`src/pkg/dpm_pkg.sv`:
```
`default_nettype none
package dpm_pkg;

   // ----------------------------------------------------------------
   // Register map
   // ----------------------------------------------------------------
   localparam int unsigned REG_W     = 5;
   localparam int unsigned ADDR_W    = 7;
   localparam int unsigned NUM_REGS  = 5;
   localparam logic [6:0]  OFF_MODE_LOOP1   = 7'h00;  // mode_and_first_loop_enable
   localparam logic [6:0]  OFF_MULT_LOOP2   = 7'h01;  // multiplier_and_second_loop_enable
   localparam logic [6:0]  OFF_FIRST_SEL    = 7'h02;  // first_output_synth_select
   localparam logic [6:0]  OFF_SECOND_SEL   = 7'h03;  // second_output_synth_select
   localparam logic [6:0]  OFF_DRIVE_EN     = 7'h04;  // output_driver_enables
   localparam logic [4:0]  REG_RESET        = 5'h00;

   // ----------------------------------------------------------------
   // Field positions
   // ----------------------------------------------------------------
   localparam int unsigned LOOP_EN_BIT      = 0;
   localparam int unsigned MODE_MSB         = 4;
   localparam int unsigned MODE_LSB         = 1;
   localparam int unsigned FRAME_DRV_BIT    = 4;
   localparam int unsigned FIRST_DRV_BIT    = 3;
   localparam int unsigned SECOND_DRV_BIT   = 2;
   localparam int unsigned SECOND_LDD_BIT   = 1;
   localparam int unsigned FIRST_LDD_BIT    = 0;

   // ----------------------------------------------------------------
   // Mode codes
   // ----------------------------------------------------------------
   localparam logic [3:0]  MODE_HS_REVERSE  = 4'hD;
   localparam logic [3:0]  MODE_FWD_64K     = 4'h6;
   localparam logic [3:0]  MODE_FWD_56K     = 4'h7;

   // ----------------------------------------------------------------
   // Serial frame: 1 direction bit, 7 address bits, 8 data bits
   // ----------------------------------------------------------------
   localparam logic [2:0]  LAST_BIT_IDX     = 3'h7;
   localparam logic [4:0]  PIN_RESET        = 5'h04;  // Select idle high
   localparam logic [5:0]  RATIO_RESET      = 6'h01;

   // ----------------------------------------------------------------
   // Clock rates and synthesizer tuning words
   // ----------------------------------------------------------------
   localparam longint unsigned CLK_HZ       = 100_000_000;
   localparam longint unsigned BASE_HS_HZ   = 2_048_000;
   localparam longint unsigned BASE_64K_HZ  = 64_000;
   localparam longint unsigned BASE_56K_HZ  = 56_000;
   localparam int unsigned     NCO_W        = 32;
   localparam logic [31:0] WORD_HS  = 32'((BASE_HS_HZ  << 32) / CLK_HZ);
   localparam logic [31:0] WORD_64K = 32'((BASE_64K_HZ << 32) / CLK_HZ);
   localparam logic [31:0] WORD_56K = 32'((BASE_56K_HZ << 32) / CLK_HZ);

   // ----------------------------------------------------------------
   // Reference activity timeout
   // ----------------------------------------------------------------
   localparam int unsigned REF_TIMEOUT_US   = 250;
   localparam int unsigned REF_TIMEOUT_CYC  = REF_TIMEOUT_US * int'(CLK_HZ / 1_000_000);

   typedef enum logic [3:0] {
      ST_IDLE = 4'b0001,
      ST_CMD  = 4'b0010,
      ST_DATA = 4'b0100,
      ST_HOLD = 4'b1000
   } dpm_state_e;

endpackage
`default_nettype wire

```
`src/rtl/dpm_core.sv`:
```
`timescale 1ns/10ps
`default_nettype none
// Function
// - Mode code 1101 selects high-speed reverse
// - First loop enable gates first clock
// - Second loop enable gates second clock
// - First select decodes M 1,2,4,8
// - Second select decodes M likewise
// - High-speed output runs M times 2.048MHz
// - Driver enables for frame, first, second
// - Forward/slave gives L times 56k/64k
// - First select holds L minus one
// - Second select holds L minus one
// - Zero first select gives 64kHz in forward 64k mode
// - Five 5-bit registers at 0x00-0x04
// - High-speed mode ignores strap, M limited
module dpm_core #(
   parameter int unsigned REF_TIMEOUT_CYC = dpm_pkg::REF_TIMEOUT_CYC
) (
   input  wire logic clk_sys_i,
   input  wire logic reset_i,
   input  wire logic ser_clk_i,
   input  wire logic ser_data_i,
   input  wire logic ser_select_n_i,
   input  wire logic reference_clock_in_i,
   input  wire logic master_strap_i,
   output logic      ser_data_o,
   output logic      ser_data_oe_o,
   output logic      first_clock_out_o,
   output logic      first_clock_oe_o,
   output logic      second_clock_out_o,
   output logic      second_clock_oe_o,
   output logic      frame_pulse_o,
   output logic      frame_pulse_oe_o,
   output logic      lock_indication_out_o
);

   localparam int unsigned TW = $clog2(REF_TIMEOUT_CYC + 1);

   // ----------------------------------------------------------------
   // Elaboration check
   // ----------------------------------------------------------------
   if (REF_TIMEOUT_CYC < 2) begin : g_bad_timeout
      $error("REF_TIMEOUT_CYC must be at least 2");
   end

   logic [4:0]          pin_meta;
   logic [4:0]          pin_sync;
   logic [4:0]          pin_last;
   logic                sclk_rise;
   logic                sclk_fall;
   logic                sel_act;
   logic                sdi;
   logic                ref_rise;
   logic                strap_master;
   dpm_pkg::dpm_state_e state;
   logic [2:0]          bit_cnt;
   logic [7:0]          cmd_sr;
   logic [7:0]          data_sr;
   logic [7:0]          rd_sr;
   logic [7:0]          next_cmd;
   logic                commit_wr;
   logic [4:0]          cfg [dpm_pkg::NUM_REGS];
   logic [3:0]          mode_code;
   logic                hs_mode;
   logic                fwd64_mode;
   logic                fwd56_mode;
   logic                run_first;
   logic                run_second;
   logic [5:0]          ratio_first;
   logic [5:0]          ratio_second;
   logic [31:0]         word_first;
   logic [31:0]         word_second;
   logic [TW-1:0]       ref_cnt;
   logic                ref_alive;

   // ----------------------------------------------------------------
   // Helper functions
   // ----------------------------------------------------------------
   // Output ratio from a select field: M in high-speed, else sel+1
   function automatic logic [5:0] sel_ratio(input logic hs, input logic [4:0] sel);
      logic [5:0] r;
      r = 6'(sel) + 6'h01;
      if (hs) begin
         casez (sel)
            5'b0000?: r = 6'h01;
            5'b0001?: r = 6'h02;
            5'b001??: r = 6'h04;
            default:  r = 6'h08;
         endcase
      end
      return r;
   endfunction

   // Tuning word from base rate and ratio
   function automatic logic [31:0] tune_word(input logic hs, input logic f56,
                                             input logic [5:0] ratio);
      logic [31:0] base;
      base = hs ? dpm_pkg::WORD_HS : (f56 ? dpm_pkg::WORD_56K : dpm_pkg::WORD_64K);
      return 32'(base * ratio);
   endfunction

   // ----------------------------------------------------------------
   // Pin synchronisers: {strap, reference, select_n, data, clock}
   // ----------------------------------------------------------------
   always_ff @(posedge clk_sys_i) begin
      if (reset_i) begin
         pin_meta <= dpm_pkg::PIN_RESET;
         pin_sync <= dpm_pkg::PIN_RESET;
         pin_last <= dpm_pkg::PIN_RESET;
      end else begin
         pin_meta <= {master_strap_i, reference_clock_in_i, ser_select_n_i, ser_data_i, ser_clk_i};
         pin_sync <= pin_meta;
         pin_last <= pin_sync;
      end
   end

   assign sclk_rise    = pin_sync[0] & ~pin_last[0];
   assign sclk_fall    = ~pin_sync[0] & pin_last[0];
   assign sdi          = pin_sync[1];
   assign sel_act      = ~pin_sync[2];
   assign ref_rise     = pin_sync[3] & ~pin_last[3];
   assign strap_master = pin_sync[4];

   // ----------------------------------------------------------------
   // Serial control port
   // ----------------------------------------------------------------
   assign next_cmd  = {cmd_sr[6:0], sdi};
   assign commit_wr = (state == dpm_pkg::ST_DATA) && sclk_rise && (bit_cnt == dpm_pkg::LAST_BIT_IDX)
                      && !cmd_sr[7] && (cmd_sr[6:0] < 7'(dpm_pkg::NUM_REGS));

   // Frame sequencer: direction, address, then data
   always_ff @(posedge clk_sys_i) begin
      if (reset_i || !sel_act) begin
         state   <= dpm_pkg::ST_IDLE;
         bit_cnt <= 3'h0;
         cmd_sr  <= 8'h00;
         data_sr <= 8'h00;
      end else begin
         unique case (state)
            dpm_pkg::ST_IDLE: begin
               state <= dpm_pkg::ST_CMD;
            end
            dpm_pkg::ST_CMD: begin
               if (sclk_rise) begin
                  cmd_sr  <= next_cmd;
                  bit_cnt <= bit_cnt + 3'h1;
                  if (bit_cnt == dpm_pkg::LAST_BIT_IDX) begin
                     state <= dpm_pkg::ST_DATA;
                  end
               end
            end
            dpm_pkg::ST_DATA: begin
               if (sclk_rise) begin
                  data_sr <= {data_sr[6:0], sdi};
                  bit_cnt <= bit_cnt + 3'h1;
                  if (bit_cnt == dpm_pkg::LAST_BIT_IDX) begin
                     state <= dpm_pkg::ST_HOLD;
                  end
               end
            end
            dpm_pkg::ST_HOLD: begin
               state <= dpm_pkg::ST_HOLD;
            end
         endcase
      end
   end

   // Read shift register, loaded at end of address, shifted on falling clock
   always_ff @(posedge clk_sys_i) begin
      if (reset_i) begin
         rd_sr      <= 8'h00;
         ser_data_o <= 1'b0;
      end else if (state == dpm_pkg::ST_CMD && sclk_rise && bit_cnt == dpm_pkg::LAST_BIT_IDX) begin
         rd_sr <= (next_cmd[6:0] < 7'(dpm_pkg::NUM_REGS)) ? {3'h0, cfg[next_cmd[2:0]]} : 8'h00;
      end else if (state == dpm_pkg::ST_DATA && sclk_fall) begin
         ser_data_o <= rd_sr[7];
         rd_sr      <= {rd_sr[6:0], 1'b0};
      end
   end

   assign ser_data_oe_o = (state == dpm_pkg::ST_DATA) && cmd_sr[7];

   // Command registers hold the last write and act next cycle
   always_ff @(posedge clk_sys_i) begin
      if (reset_i) begin
         for (int i = 0; i < dpm_pkg::NUM_REGS; i++) begin
            cfg[i] <= dpm_pkg::REG_RESET;
         end
      end else if (commit_wr) begin
         cfg[cmd_sr[2:0]] <= {data_sr[3:0], sdi};
      end
   end

   // ----------------------------------------------------------------
   // Mode and synthesis decode
   // ----------------------------------------------------------------
   assign mode_code  = cfg[0][dpm_pkg::MODE_MSB:dpm_pkg::MODE_LSB];
   assign hs_mode    = (mode_code == dpm_pkg::MODE_HS_REVERSE);
   assign fwd64_mode = (mode_code == dpm_pkg::MODE_FWD_64K);
   assign fwd56_mode = (mode_code == dpm_pkg::MODE_FWD_56K);
   // High-speed ignores the strap; forward/slave needs slave strap
   assign run_first  = cfg[0][dpm_pkg::LOOP_EN_BIT]
                       & (hs_mode | ((fwd64_mode | fwd56_mode) & ~strap_master));
   assign run_second = cfg[1][dpm_pkg::LOOP_EN_BIT]
                       & (hs_mode | ((fwd64_mode | fwd56_mode) & ~strap_master));

   // Ratios and tuning words, registered
   always_ff @(posedge clk_sys_i) begin
      if (reset_i) begin
         ratio_first  <= dpm_pkg::RATIO_RESET;
         ratio_second <= dpm_pkg::RATIO_RESET;
         word_first   <= '0;
         word_second  <= '0;
      end else begin
         ratio_first  <= sel_ratio(hs_mode, cfg[2]);
         ratio_second <= sel_ratio(hs_mode, cfg[3]);
         word_first   <= tune_word(hs_mode, fwd56_mode, sel_ratio(hs_mode, cfg[2]));
         word_second  <= tune_word(hs_mode, fwd56_mode, sel_ratio(hs_mode, cfg[3]));
      end
   end

   // ----------------------------------------------------------------
   // Synthesizers
   // ----------------------------------------------------------------
   dpm_nco #(.W(dpm_pkg::NCO_W)) u_first (
      .clk_sys_i (clk_sys_i),
      .reset_i   (reset_i),
      .run_i     (run_first),
      .word_i    (word_first),
      .clk_o     (first_clock_out_o)
   );

   dpm_nco #(.W(dpm_pkg::NCO_W)) u_second (
      .clk_sys_i (clk_sys_i),
      .reset_i   (reset_i),
      .run_i     (run_second),
      .word_i    (word_second),
      .clk_o     (second_clock_out_o)
   );

   // Output driver enables straight from the register
   assign frame_pulse_oe_o  = cfg[4][dpm_pkg::FRAME_DRV_BIT];
   assign first_clock_oe_o  = cfg[4][dpm_pkg::FIRST_DRV_BIT];
   assign second_clock_oe_o = cfg[4][dpm_pkg::SECOND_DRV_BIT];

   // ----------------------------------------------------------------
   // Reference watch, frame pulse and lock indication
   // ----------------------------------------------------------------
   always_ff @(posedge clk_sys_i) begin
      if (reset_i) begin
         ref_cnt   <= '0;
         ref_alive <= 1'b0;
      end else if (ref_rise) begin
         ref_cnt   <= '0;
         ref_alive <= 1'b1;
      end else if (ref_cnt == TW'(REF_TIMEOUT_CYC - 1)) begin
         ref_alive <= 1'b0;
      end else begin
         ref_cnt <= ref_cnt + TW'(1);
      end
   end

   // Buffered reference as frame pulse; lock while reference alive and a running loop has detection enabled
   always_ff @(posedge clk_sys_i) begin
      if (reset_i) begin
         frame_pulse_o         <= 1'b0;
         lock_indication_out_o <= 1'b0;
      end else begin
         frame_pulse_o         <= pin_sync[3];
         lock_indication_out_o <= ref_alive
            & ((run_first & ~cfg[4][dpm_pkg::FIRST_LDD_BIT])
             | (run_second & ~cfg[4][dpm_pkg::SECOND_LDD_BIT]));
      end
   end
endmodule
`default_nettype wire

```
`src/rtl/dpm_nco.sv`:
```
`timescale 1ns/10ps
`default_nettype none
module dpm_nco #(
   parameter int unsigned W = 32
) (
   input  wire logic         clk_sys_i,
   input  wire logic         reset_i,
   input  wire logic         run_i,
   input  wire logic [W-1:0] word_i,
   output logic              clk_o
);

   logic [W-1:0] acc;

   // ----------------------------------------------------------------
   // Elaboration check
   // ----------------------------------------------------------------
   if (W < 2) begin : g_bad_width
      $error("dpm_nco width must be at least 2");
   end

   // Phase accumulator, parked at zero while the loop is off
   always_ff @(posedge clk_sys_i) begin
      if (reset_i || !run_i) begin
         acc <= '0;
      end else begin
         acc <= acc + word_i;
      end
   end

   assign clk_o = acc[W-1];  // Accumulator MSB is a flop

endmodule
`default_nettype wire

```
`config.mk`:
```
export PLATFORM = sky130hd
export DESIGN_NAME = dpm_core
export DESIGN_NICKNAME = d
export VERILOG_FILES = /design/src/pkg/dpm_pkg.sv /design/src/rtl/dpm_core.sv /design/src/rtl/dpm_nco.sv
export SDC_FILE = /design/constraint.sdc
export NUM_CORES = 1
export LEC_CHECK = 0
export BUFFER_PORTS_ARGS = -buffer_cell sky130_fd_sc_hd__buf_2
export CORE_MARGIN = 5
export CORE_UTILIZATION = 35
export CTS_BUF_LIST = sky130_fd_sc_hd__clkbuf_8
export CTS_CLUSTER_SIZE = 12
export DETAILED_ROUTE_END_ITERATION = 12
export PLACE_DENSITY = 0.6
export SLEW_MARGIN = 40
export SYNTH_ARGS = -nofsm -noshare
export SYNTH_HDL_FRONTEND = slang
export SYNTH_SLANG_ARGS = --single-unit
```
`constraint.sdc`:
```
create_clock -name clk_sys_i -period 11.1 [get_ports clk_sys_i]
set_input_delay 0 -clock clk_sys_i [delete_from_list [all_inputs] [get_ports clk_sys_i]]
set_output_delay 0 -clock clk_sys_i [all_outputs]
set_load 0.01 [all_outputs]
```
== After elaboration in Yosys (flattened, before gate mapping) ==
Memory sizes are Yosys's and may differ from the RTL's.
Cells that the tools add are included.

* Bits of input ports: 7
* Logic and storage cells: 116
* Register bits after elaboration: 188
* Bits in writable memories: 25
* Output and inout port bits: 9
* Memories kept: 1

* Magnitude comparators: 2
* Reduce and logical (&&, ||, !) cells: 26
* Equal/unequal tests: 17
* Bitwise gates (word level): 19
* Add/subtract/negate cells: 6
* $mul: 2
* Mux-type cells: 26

{| class="wikitable"
|+ Memories
! memory !! depth !! bits a word !! rd ports !! clocked after memory_dff !! wr ports !! line !! text
|-
| cfg || 5 || 5 || 6 || 0 || 5 || dpm_core.sv:63 || <nowiki>logic [4:0] cfg [dpm_pkg::NUM_REGS];</nowiki>
|}

{| class="wikitable"
|+ Operators with widths
! cell !! count
|-
| $add A32 B32 Y32 || 2
|-
| $mul A27 B6 Y32 || 1
|-
| $mul A32 B6 Y32 || 1
|-
| $mux W27 || 1
|-
| $mux W6 || 4
|-
| $pmux W4 S3 || 2
|-
| $mux W20 || 1
|-
| $mux W4 || 4
|-
| $mux W8 || 2
|-
| $pmux W4 S4 || 1
|-
| $add A15 B1 Y15 const B || 1
|-
| $eq A15 B15 Y1 const B || 1
|-
| $lt A7 B3 Y1 const B || 2
|-
| $add A5 B1 Y6 const B || 2
|-
| $eq A4 B1 Y1 const B || 3
|-
| $eq A4 B3 Y1 const B || 3
|-
| $mux W5 || 2
|-
| $and A1 B1 Y1 || 9
|-
| $eq A4 B4 Y1 const B || 2
|-
| $logic_and A1 B1 Y1 || 8
|-
| $logic_not A4 Y1 || 2
|-
| $mux W1 || 8
|-
| $reduce_and A2 Y1 || 4
|-
| $not A1 Y1 || 7
|-
| 14 further kinds || 25
|}

== Depth between registers and ports, before layout ==
Gate-level depths: netlist of the first run.

* Word-level depth: 11
* Gate-level depth with buffers: 24
* Gate-level depth less buffers: 24

== By module ==
From an unflattened synthesis of the first run, not the netlist that was laid out.

* Cell total of the unflattened synthesis: 2,160
* Area, all modules: 18,943.2 sq um

{| class="wikitable"
|+ Modules (own cells, without submodules)
! module !! cells an instance !! area an instance (sq um) !! times used !! sequential area each (sq um)
|-
| dpm_core || 1,498 || 13,683.1 || 1 || 3,623.5
|-
| dpm_nco || 331 || 2,630.0 || 2 || 640.6
|}

== Worst setup path after synthesis of the first run ==
OpenSTA, ideal clock, no wires.

* Kind: register to register
* From: mem cfg[0][2]
* To: reg word_second[24]
* Period minus slack after synthesis: 5.896 ns
* Setup time: 0.128 ns
* Path slack: 5.204 ns
* Path buffers: 0
* Data arrival time: 5.769 ns
* Cell stages (with the launch flop): 21
* Required time: 10.972 ns
* Cells stage by stage: edfxtp_1 > nor3b_1 > nand2_1 > nor3_1 > nor2_1 > nor2_1 > fa_1 > fa_1 > inv_1 > fa_1 > inv_1 > ha_1 > a21oi_1 > o211ai_1 > a21o_1 > a21oi_1 > o211a_1 > o31ai_1 > a221oi_1 > xor2_1 > nor2_1

{| class="wikitable"
|+ RTL lines
! what !! line !! text
|-
| from (decl) || dpm_core.sv:63 ||
|-
| to (signal assigned) || dpm_core.sv:219 || <nowiki>word_second <= tune_word(hs_mode, fwd56_mode, sel_ratio(hs_mode, cfg[3]));</nowiki>
|-
| to (decl) || dpm_core.sv:73 || <nowiki>logic [31:0] word_second;</nowiki>
|}

==> results of run 1 <==
[kinds of logic (layout without fill, tap and decap cells)]
group	after synthesis	in the layout	synth area share
xor gates and xnor gates	118	118	0.0570
buffers and inverters	341	383	0.0708
and+or+nand+nor	604	604	0.160
DFF	225	225	0.271
muxes	32	32	0.0249
other	2	26	0.000415
adders and majority gates	324	324	0.279
AOI/OAI and AO/OA	388	388	0.137
[worst max-delay path, stage by stage, from the launching register on]
cell and delay [ns]:
edfxtp_1 0.38, nand2_1 0.13, nor3b_4 0.56, nand3_1 0.29, inv_1 0.31, nor2_1 0.18
nor2_1 0.43, fa_1 0.52, fa_1 0.55, inv_1 0.05, fa_1 0.47, inv_1 0.04
ha_1 0.36, a21o_1 0.24, a21oi_1 0.20, or3b_2 0.51, o2111ai_1 0.33, nand3_1 0.12
a21oi_1 0.20, xor2_1 0.16, nor2_1 0.05
[power groups by stage]
| stage | Clock, uW | Combinational (uW) | Sequential [uW] |
|---|---|---|---|
| CTS | 879 | 804 | 930 |
| global route | 917 | 917 | 934 |
| detailed placement | 0 | 796 | 947 |
| global placement | 0 | 786 | 946 |
| floorplan | 0 | 643 | 931 |
| finish | 841 | 802 | 928 |
[how the worst min path moves through the flow]
stage	start	to	slack [ns]	cells past startpoint
4_1_cts	ser_select_n_i	pin_meta[2]$_SDFF_PP1_	0.07	3
3_3_place_gp	ser_select_n_i	pin_meta[2]$_SDFF_PP1_	0.19	2
6_report	ser_select_n_i	pin_meta[2]$_SDFF_PP1_	0.13	3
3_5_place_dp	ser_select_n_i	pin_meta[2]$_SDFF_PP1_	0.19	2
5_1_grt	ser_select_n_i	pin_meta[2]$_SDFF_PP1_	0.11	3
2_1_floorplan	ser_select_n_i	pin_meta[2]$_SDFF_PP1_	0.10	1
[placed cells by master, fill, tap and decap left out, types with 11 or more instances in the layout]
cell type,count
nand4_1,13
o211ai_1,11
nand2_1,108
dfxtp_1,183
nand3_1,44
and3_1,23
mux2i_1,20
clkbuf_8,53
o21ai_0,62
nor2b_1,32
a21o_1,65
or2_2,26
edfxtp_1,40
conb_1,25
o21a_1,13
xnor2_1,57
inv_1,287
ha_1,190
o21bai_1,12
buf_2,14
nand2b_1,13
nor3_1,25
xor2_1,61
a21oi_1,132
nor2_1,236
and2_1,43
fa_1,134
a211oi_1,13
[cells in the mapped netlist, types with 7 or more instances]
library cell	count
inv_1	278
nor2_1	236
ha_1	190
dfxtp_1	185
fa_1	134
a21oi_1	132
nand2_1	108
a21o_1	65
o21ai_0	62
xor2_1	61
clkbuf_1	57
xnor2_1	57
nand3_1	44
and2_1	43
edfxtp_1	40
nor2b_1	32
nor3_1	26
or2_2	26
and3_1	23
mux2i_1	20
a211oi_1	13
nand2b_1	13
nand4_1	13
o21a_1	13
o21bai_1	12
o211ai_1	11
mux4_2	10
a31oi_1	9
or3_1	9
o21ai_1	7
[state kept, by name, indices dropped and copies added, names as in the netlist]
register,flops
cfg,40
u_first.acc,32
u_second.acc,32
word_first,32
word_second,32
ref_cnt,15
cmd_sr,8
rd_sr,8
pin_meta,5
pin_sync,5
data_sr,4
state,4
bit_cnt,3
pin_last,2
lock_indication_out_o,1
ref_alive,1
ser_data_o,1
[metrics by stage]
stage,util,worst slack (ns)
final,0.389,4.85
after detailed placement,0.369,4.65
after global routing,0.389,4.40
after global placement,0.369,4.58
after CTS,0.389,4.63
after floorplan,-,5.20
[layer usage]
metal / global-route usage / vias up
met5: 0 / -
li1: - / 6857
met1: 0.188 / 6623
met2: 0.248 / 265
met3: 0.0269 / 71
met4: 0.0458 / 0
[layout make-up]
class                   instances  area share
clock inverters                22     0.00796
clock buffers                  53      0.0366
well taps                     680      0.0426
inverters                     278      0.0523
multi-input cells            1491       0.604
repair buffers                 30      0.0110
flip-flops and latches        225       0.246
diodes                          1    0.000125
==> impl_metrics.toml, run 1 <==
[synth]
synth_cells = 2034
syn-cell-area_mm2 = 0.0181
synth.area.top_cells = "dfxtp_1, fa_1, ha_1"
avgSynthCellArea_um2 = 8.91
synth_edf_count = 40
synth_cell_type_count = 77
synth_ff_type = "dfxtp_1"
synth_top_cell_by_area = "dfxtp_1"
ys_seq_area_frac = 0.271
ys_async_sr_fraction = 0
netlist.area_leader.share = 0.204
ys_seq_elements = 225
synth_warnings = 0

[grt]
grt_pass1_vias = 14200
grt_max_degree = 90
grt_overflow = 0
grt_pass1_wl_um = 68800
grt_use_total = 0.145
antenna_found_initial = 1

[worst_setup_path]
cp-endpoint = "word_first[24]$_SDFF_PP0_"
cp_data_arrival_time_ns = 6.70
start_kind = "flop"
cp_max_fo = 18
r2r-start = "cfg[0][1]$_SDFFCE_PN0P_"
r2r_end = "word_first[24]$_SDFF_PP0_"
rr_worst_depth = 20
r2r_slack_ns = 4.85
end_kind = "flop"
critical_path_class = "flop to flop"
crit_required_ns = 11.56
startpoint = "cfg[0][1]$_SDFFCE_PN0P_"

[sta]
finalHoldViolCount = 0
worstMarginPinSlew_ns = 0.854
setup_viol = 0
slew_headroom = 0.429
tns_ns = 0
hold_ws_ns = 0.128
drv_slew = 0
fin_crit_sh = 0.563
max_freq_mhz = 160
clock_skew_ns = 0.0343
rsz0062_at_grt = "false"
fin_crit_ns = 6.25

[final_layout]
seq_area_mm2 = 0.00491
fin_area_mm2 = 0.0200
fillCellCount = 5244
nets = 2399
multi_input_area_mm2 = 0.0120
layout-drive-gt1-share = 0.0681
stdcell_count = 2780
area_growth_pct = 10.2

[clock_tree]
path_clk_slew_ns = 0.06
clockBufferDepth = 3
htreeDepth = 2
cts_tree = "done"
cts_made_buffers = 42
hold_buffers = 10
clock-sinks = 225
cts_resized = 0
worstSkewPairLatency_ns = 0.61
post-cts-setup-buffer-count = 0
cts_root_buf = "clkbuf_8"

[die]
die_h_um = 238
core_mm2 = 0.0513
ios = 16
rows = 83
start_util = 0.353
die_w_um = 238
die-area_mm2 = 0.0564

[placed_design]
placed_area_mm2 = 0.0189
dp.cells = 2694
hpwl_um = 31600
gp_congestion = 0.917
port_buffers = 15

[drt]
met3_length_um = 1750
drtIter0Drc = 906
ant_nets = 0
dr.max_layer_used = "met4"
drc = 0
via_count = 13800
via_per_inst = 4.97
totalWireLength_um = 40600
post_drt_wl_per_cell_um = 14.6
wl_met2_um = 19000
drt-pass1-iter-count = 5
wl_met1_um = 18800

[power]
seqPwrFrac = 0.361
p_sw_uw = 862
powerDensity_mw_per_mm2 = 129
finalPower_uw = 2570
switching_share = 0.335
cellLeakagePower_uw = 0.00971
pwr-share-clk = 0.327
pwr-share-comb = 0.312
ir_drop_mv = 0.118
p_int_uw = 1710

[worst_hold_path]
hold_path_class = "input pin to flop"

[run]
drv_cap = 0

[run_status]
status = "completed"
Power figures use the tool's default switching activity.
==> inputs of run 2 (changes only) <==
--- a/config.mk
+++ b/config.mk
@@ -11,7 +11,7 @@
 export CTS_BUF_LIST = sky130_fd_sc_hd__clkbuf_8
 export CTS_CLUSTER_SIZE = 12
 export DETAILED_ROUTE_END_ITERATION = 12
-export PLACE_DENSITY = 0.6
+export PLACE_DENSITY = 0.62
 export SLEW_MARGIN = 40
 export SYNTH_ARGS = -nofsm -noshare
 export SYNTH_HDL_FRONTEND = slang
==> constraint.sdc (replaced) <==
create_clock -name clk_sys_i -period 5.5 [get_ports clk_sys_i]
set_input_delay 0 -clock clk_sys_i [delete_from_list [all_inputs] [get_ports clk_sys_i]]
set_output_delay 0 -clock clk_sys_i [all_outputs]
set_load 0.01 [all_outputs]
==> impl_metrics.toml, run 2 (synthesis results as in run 1) <==
[sta]
rsz0062_at_grt = "true"
worstMarginPinSlew_ns = 0.759
fin_crit_ns = 5.34
drv_slew = 0
fin_crit_sh = 0.970
clock_skew_ns = 0.0268
max_freq_mhz = 187
finalHoldViolCount = 0
slew_headroom = 0.487
setup_viol = 0
tns_ns = 0

[placed_design]
placed_area_mm2 = 0.0193
gp_congestion = 0.925
hpwl_um = 31900
port_buffers = 15

[grt]
grt_use_total = 0.145
antenna_found_initial = 1
grt_max_degree = 89
grt_pass1_vias = 14200
grt_overflow = 0
grt_pass1_wl_um = 68800

[final_layout]
layout.cells.most_common = "inv_1"
fin_area_mm2 = 0.0204
largest_reg_flops = 40
nets = 2448
largest-register = "cfg"
area_growth_pct = 12.5
layout-drive-gt1-share = 0.102
most-common-layout-cells = "inv_1, nor2_1, ha_1, dfxtp_1, fa_1"

[power]
finalPower_uw = 5170
cellLeakagePower_uw = 0.00993
powerDensity_mw_per_mm2 = 253
ir_drop_mv = 0.171

[drt]
wl_met2_um = 18900
wl_met1_um = 18800
drt-pass1-iter-count = 5
totalWireLength_um = 40600
post_drt_wl_per_cell_um = 14.4
ant_nets = 0
drc = 0
met3_length_um = 2010
via_per_inst = 4.91
dr.max_layer_used = "met4"
via_count = 13900
drtIter0Drc = 832

[worst_setup_path]
slowest_delay_ns = 0.54
cp_max_fo = 14
crit_required_ns = 5.97
start_kind = "flop"
end_kind = "flop"
crit_chain = "nand2_2 > nor3b_2 > buf_6 > nand2_1 > nor2_1 > and2_1 > inv_1 > a21oi_1 > buf_4 > fa_1 > fa_1 > inv_1 > fa_1 > inv_1 > ha_1 > and2_1 > nand2_1 > nor3_1 > o2111ai_2 > and2_1 > a21oi_1 > xnor2_1 > nor2_1"
critical_path_class = "flop to flop"
crit_path_top_delay_cell = "fa_1"
cp_data_arrival_time_ns = 5.81
startpoint = "cfg[0][1]$_SDFFCE_PN0P_"
r2r-start = "cfg[0][1]$_SDFFCE_PN0P_"

[clock_tree]
cts_made_buffers = 43
cts_root_buf = "clkbuf_8"
clockBufferDepth = 3
htreeDepth = 2
worstSkewPairLatency_ns = 0.61
path_clk_slew_ns = 0.06
clock-sinks = 225
cts_tree = "done"

[die]
ios = 16
die_w_um = 238
core_mm2 = 0.0513
rows = 83
die-area_mm2 = 0.0564
start_util = 0.353
die_h_um = 238

[run_status]
status = "completed"

[run]
drv_cap = 0

[worst_hold_path]
hp-start = "ser_select_n_i"
hold_path_class = "input pin to flop"
run 2: changes by cell type in the layout (fill, tap and decap cells not counted), moves of 4 or more:
cell	previous run	this run
dlygate4sd3_1	10	6
inv_1	287	291
a21oi_2	3	12
o21ai_1	7	11
buf_4	5	56
nor2_2	0	8
nor2_1	236	227
a21oi_1	132	123
o21ai_0	62	57
run 2: metal layers:
| layer | GRT usage | vias to the layer above |
|---|---|---|
| met5 | 0 | - |
| met4 | 0.0432 | 0 |
| met3 | 0.0318 | 76 |
| met2 | 0.245 | 247 |
| met1 | 0.187 | 6629 |
| li1 | - | 6940 |
run 2: path summary, 6_finish.rpt:
| check | end | slack [ns] | depth (start not counted) |
|---|---|---|---|
| max | word_first[28]$_SDFF_PP0_ | 0.16 | 23 |
| min | pin_meta[2]$_SDFF_PP1_ | 0.11 | 3 |
| max reg2reg | word_first[28]$_SDFF_PP0_ | 0.16 | 23 |
| min reg2reg | pin_sync[2]$_SDFF_PP1_ | 0.42 | 1 |
run 2: layout make-up:
type | instances | area [um2]
multi-input combinational | 1491 | 12200
clock buffer | 51 | 702
fill | 5227 | 30900
timing repair buffer | 78 | 573
tap | 680 | 851
sequential | 225 | 4910
inverter | 278 | 1040
antenna | 1 | 2.50
clock inverter | 24 | 120
run 2: worst max-delay path, delay by kind of cell, from the launching register on:
family                     cells  cell delay (ns)
buffers and inverters          5             0.56
AOI/OAI and AO/OA              3             0.82
and+or+nand+nor               10             1.44
adders and majority gates      4             1.81
DFF                            1             0.41
xor gates and xnor gates       1             0.14
run 2: power by group:
group / internal [uW] / switching (uW) / total, uW
sequential: 1810 / 58.0 / 1870
combinational: 722 / 981 / 1700
clock: 845 / 747 / 1590
total: 3380 / 1790 / 5170
run 2: timing repair:
item / CTS / global route
endpoints found under the hold margin: 36 / 0
buffers inserted: 0 / 5
setup endpoints to repair: 0 / 20
resized for setup: 0 / 38
hold buffers: 6 / 0
run 2: metrics by stage:
| stage | setup WS (ns) | utilization | hold slack [ns] | instances |
|---|---|---|---|---|
| final | 0.163 | 0.397 | 0.113 | 2828 |
| after global routing | -0.100 | 0.397 | 0.0972 | 2827 |
| after CTS | 0.0449 | 0.393 | 0.0700 | 2822 |
| after floorplan | -0.0399 | - | 0.104 | 2057 |
| after global placement | 0.0612 | 0.376 | 0.186 | 2741 |
| after detailed placement | 0.0852 | 0.376 | 0.189 | 2741 |
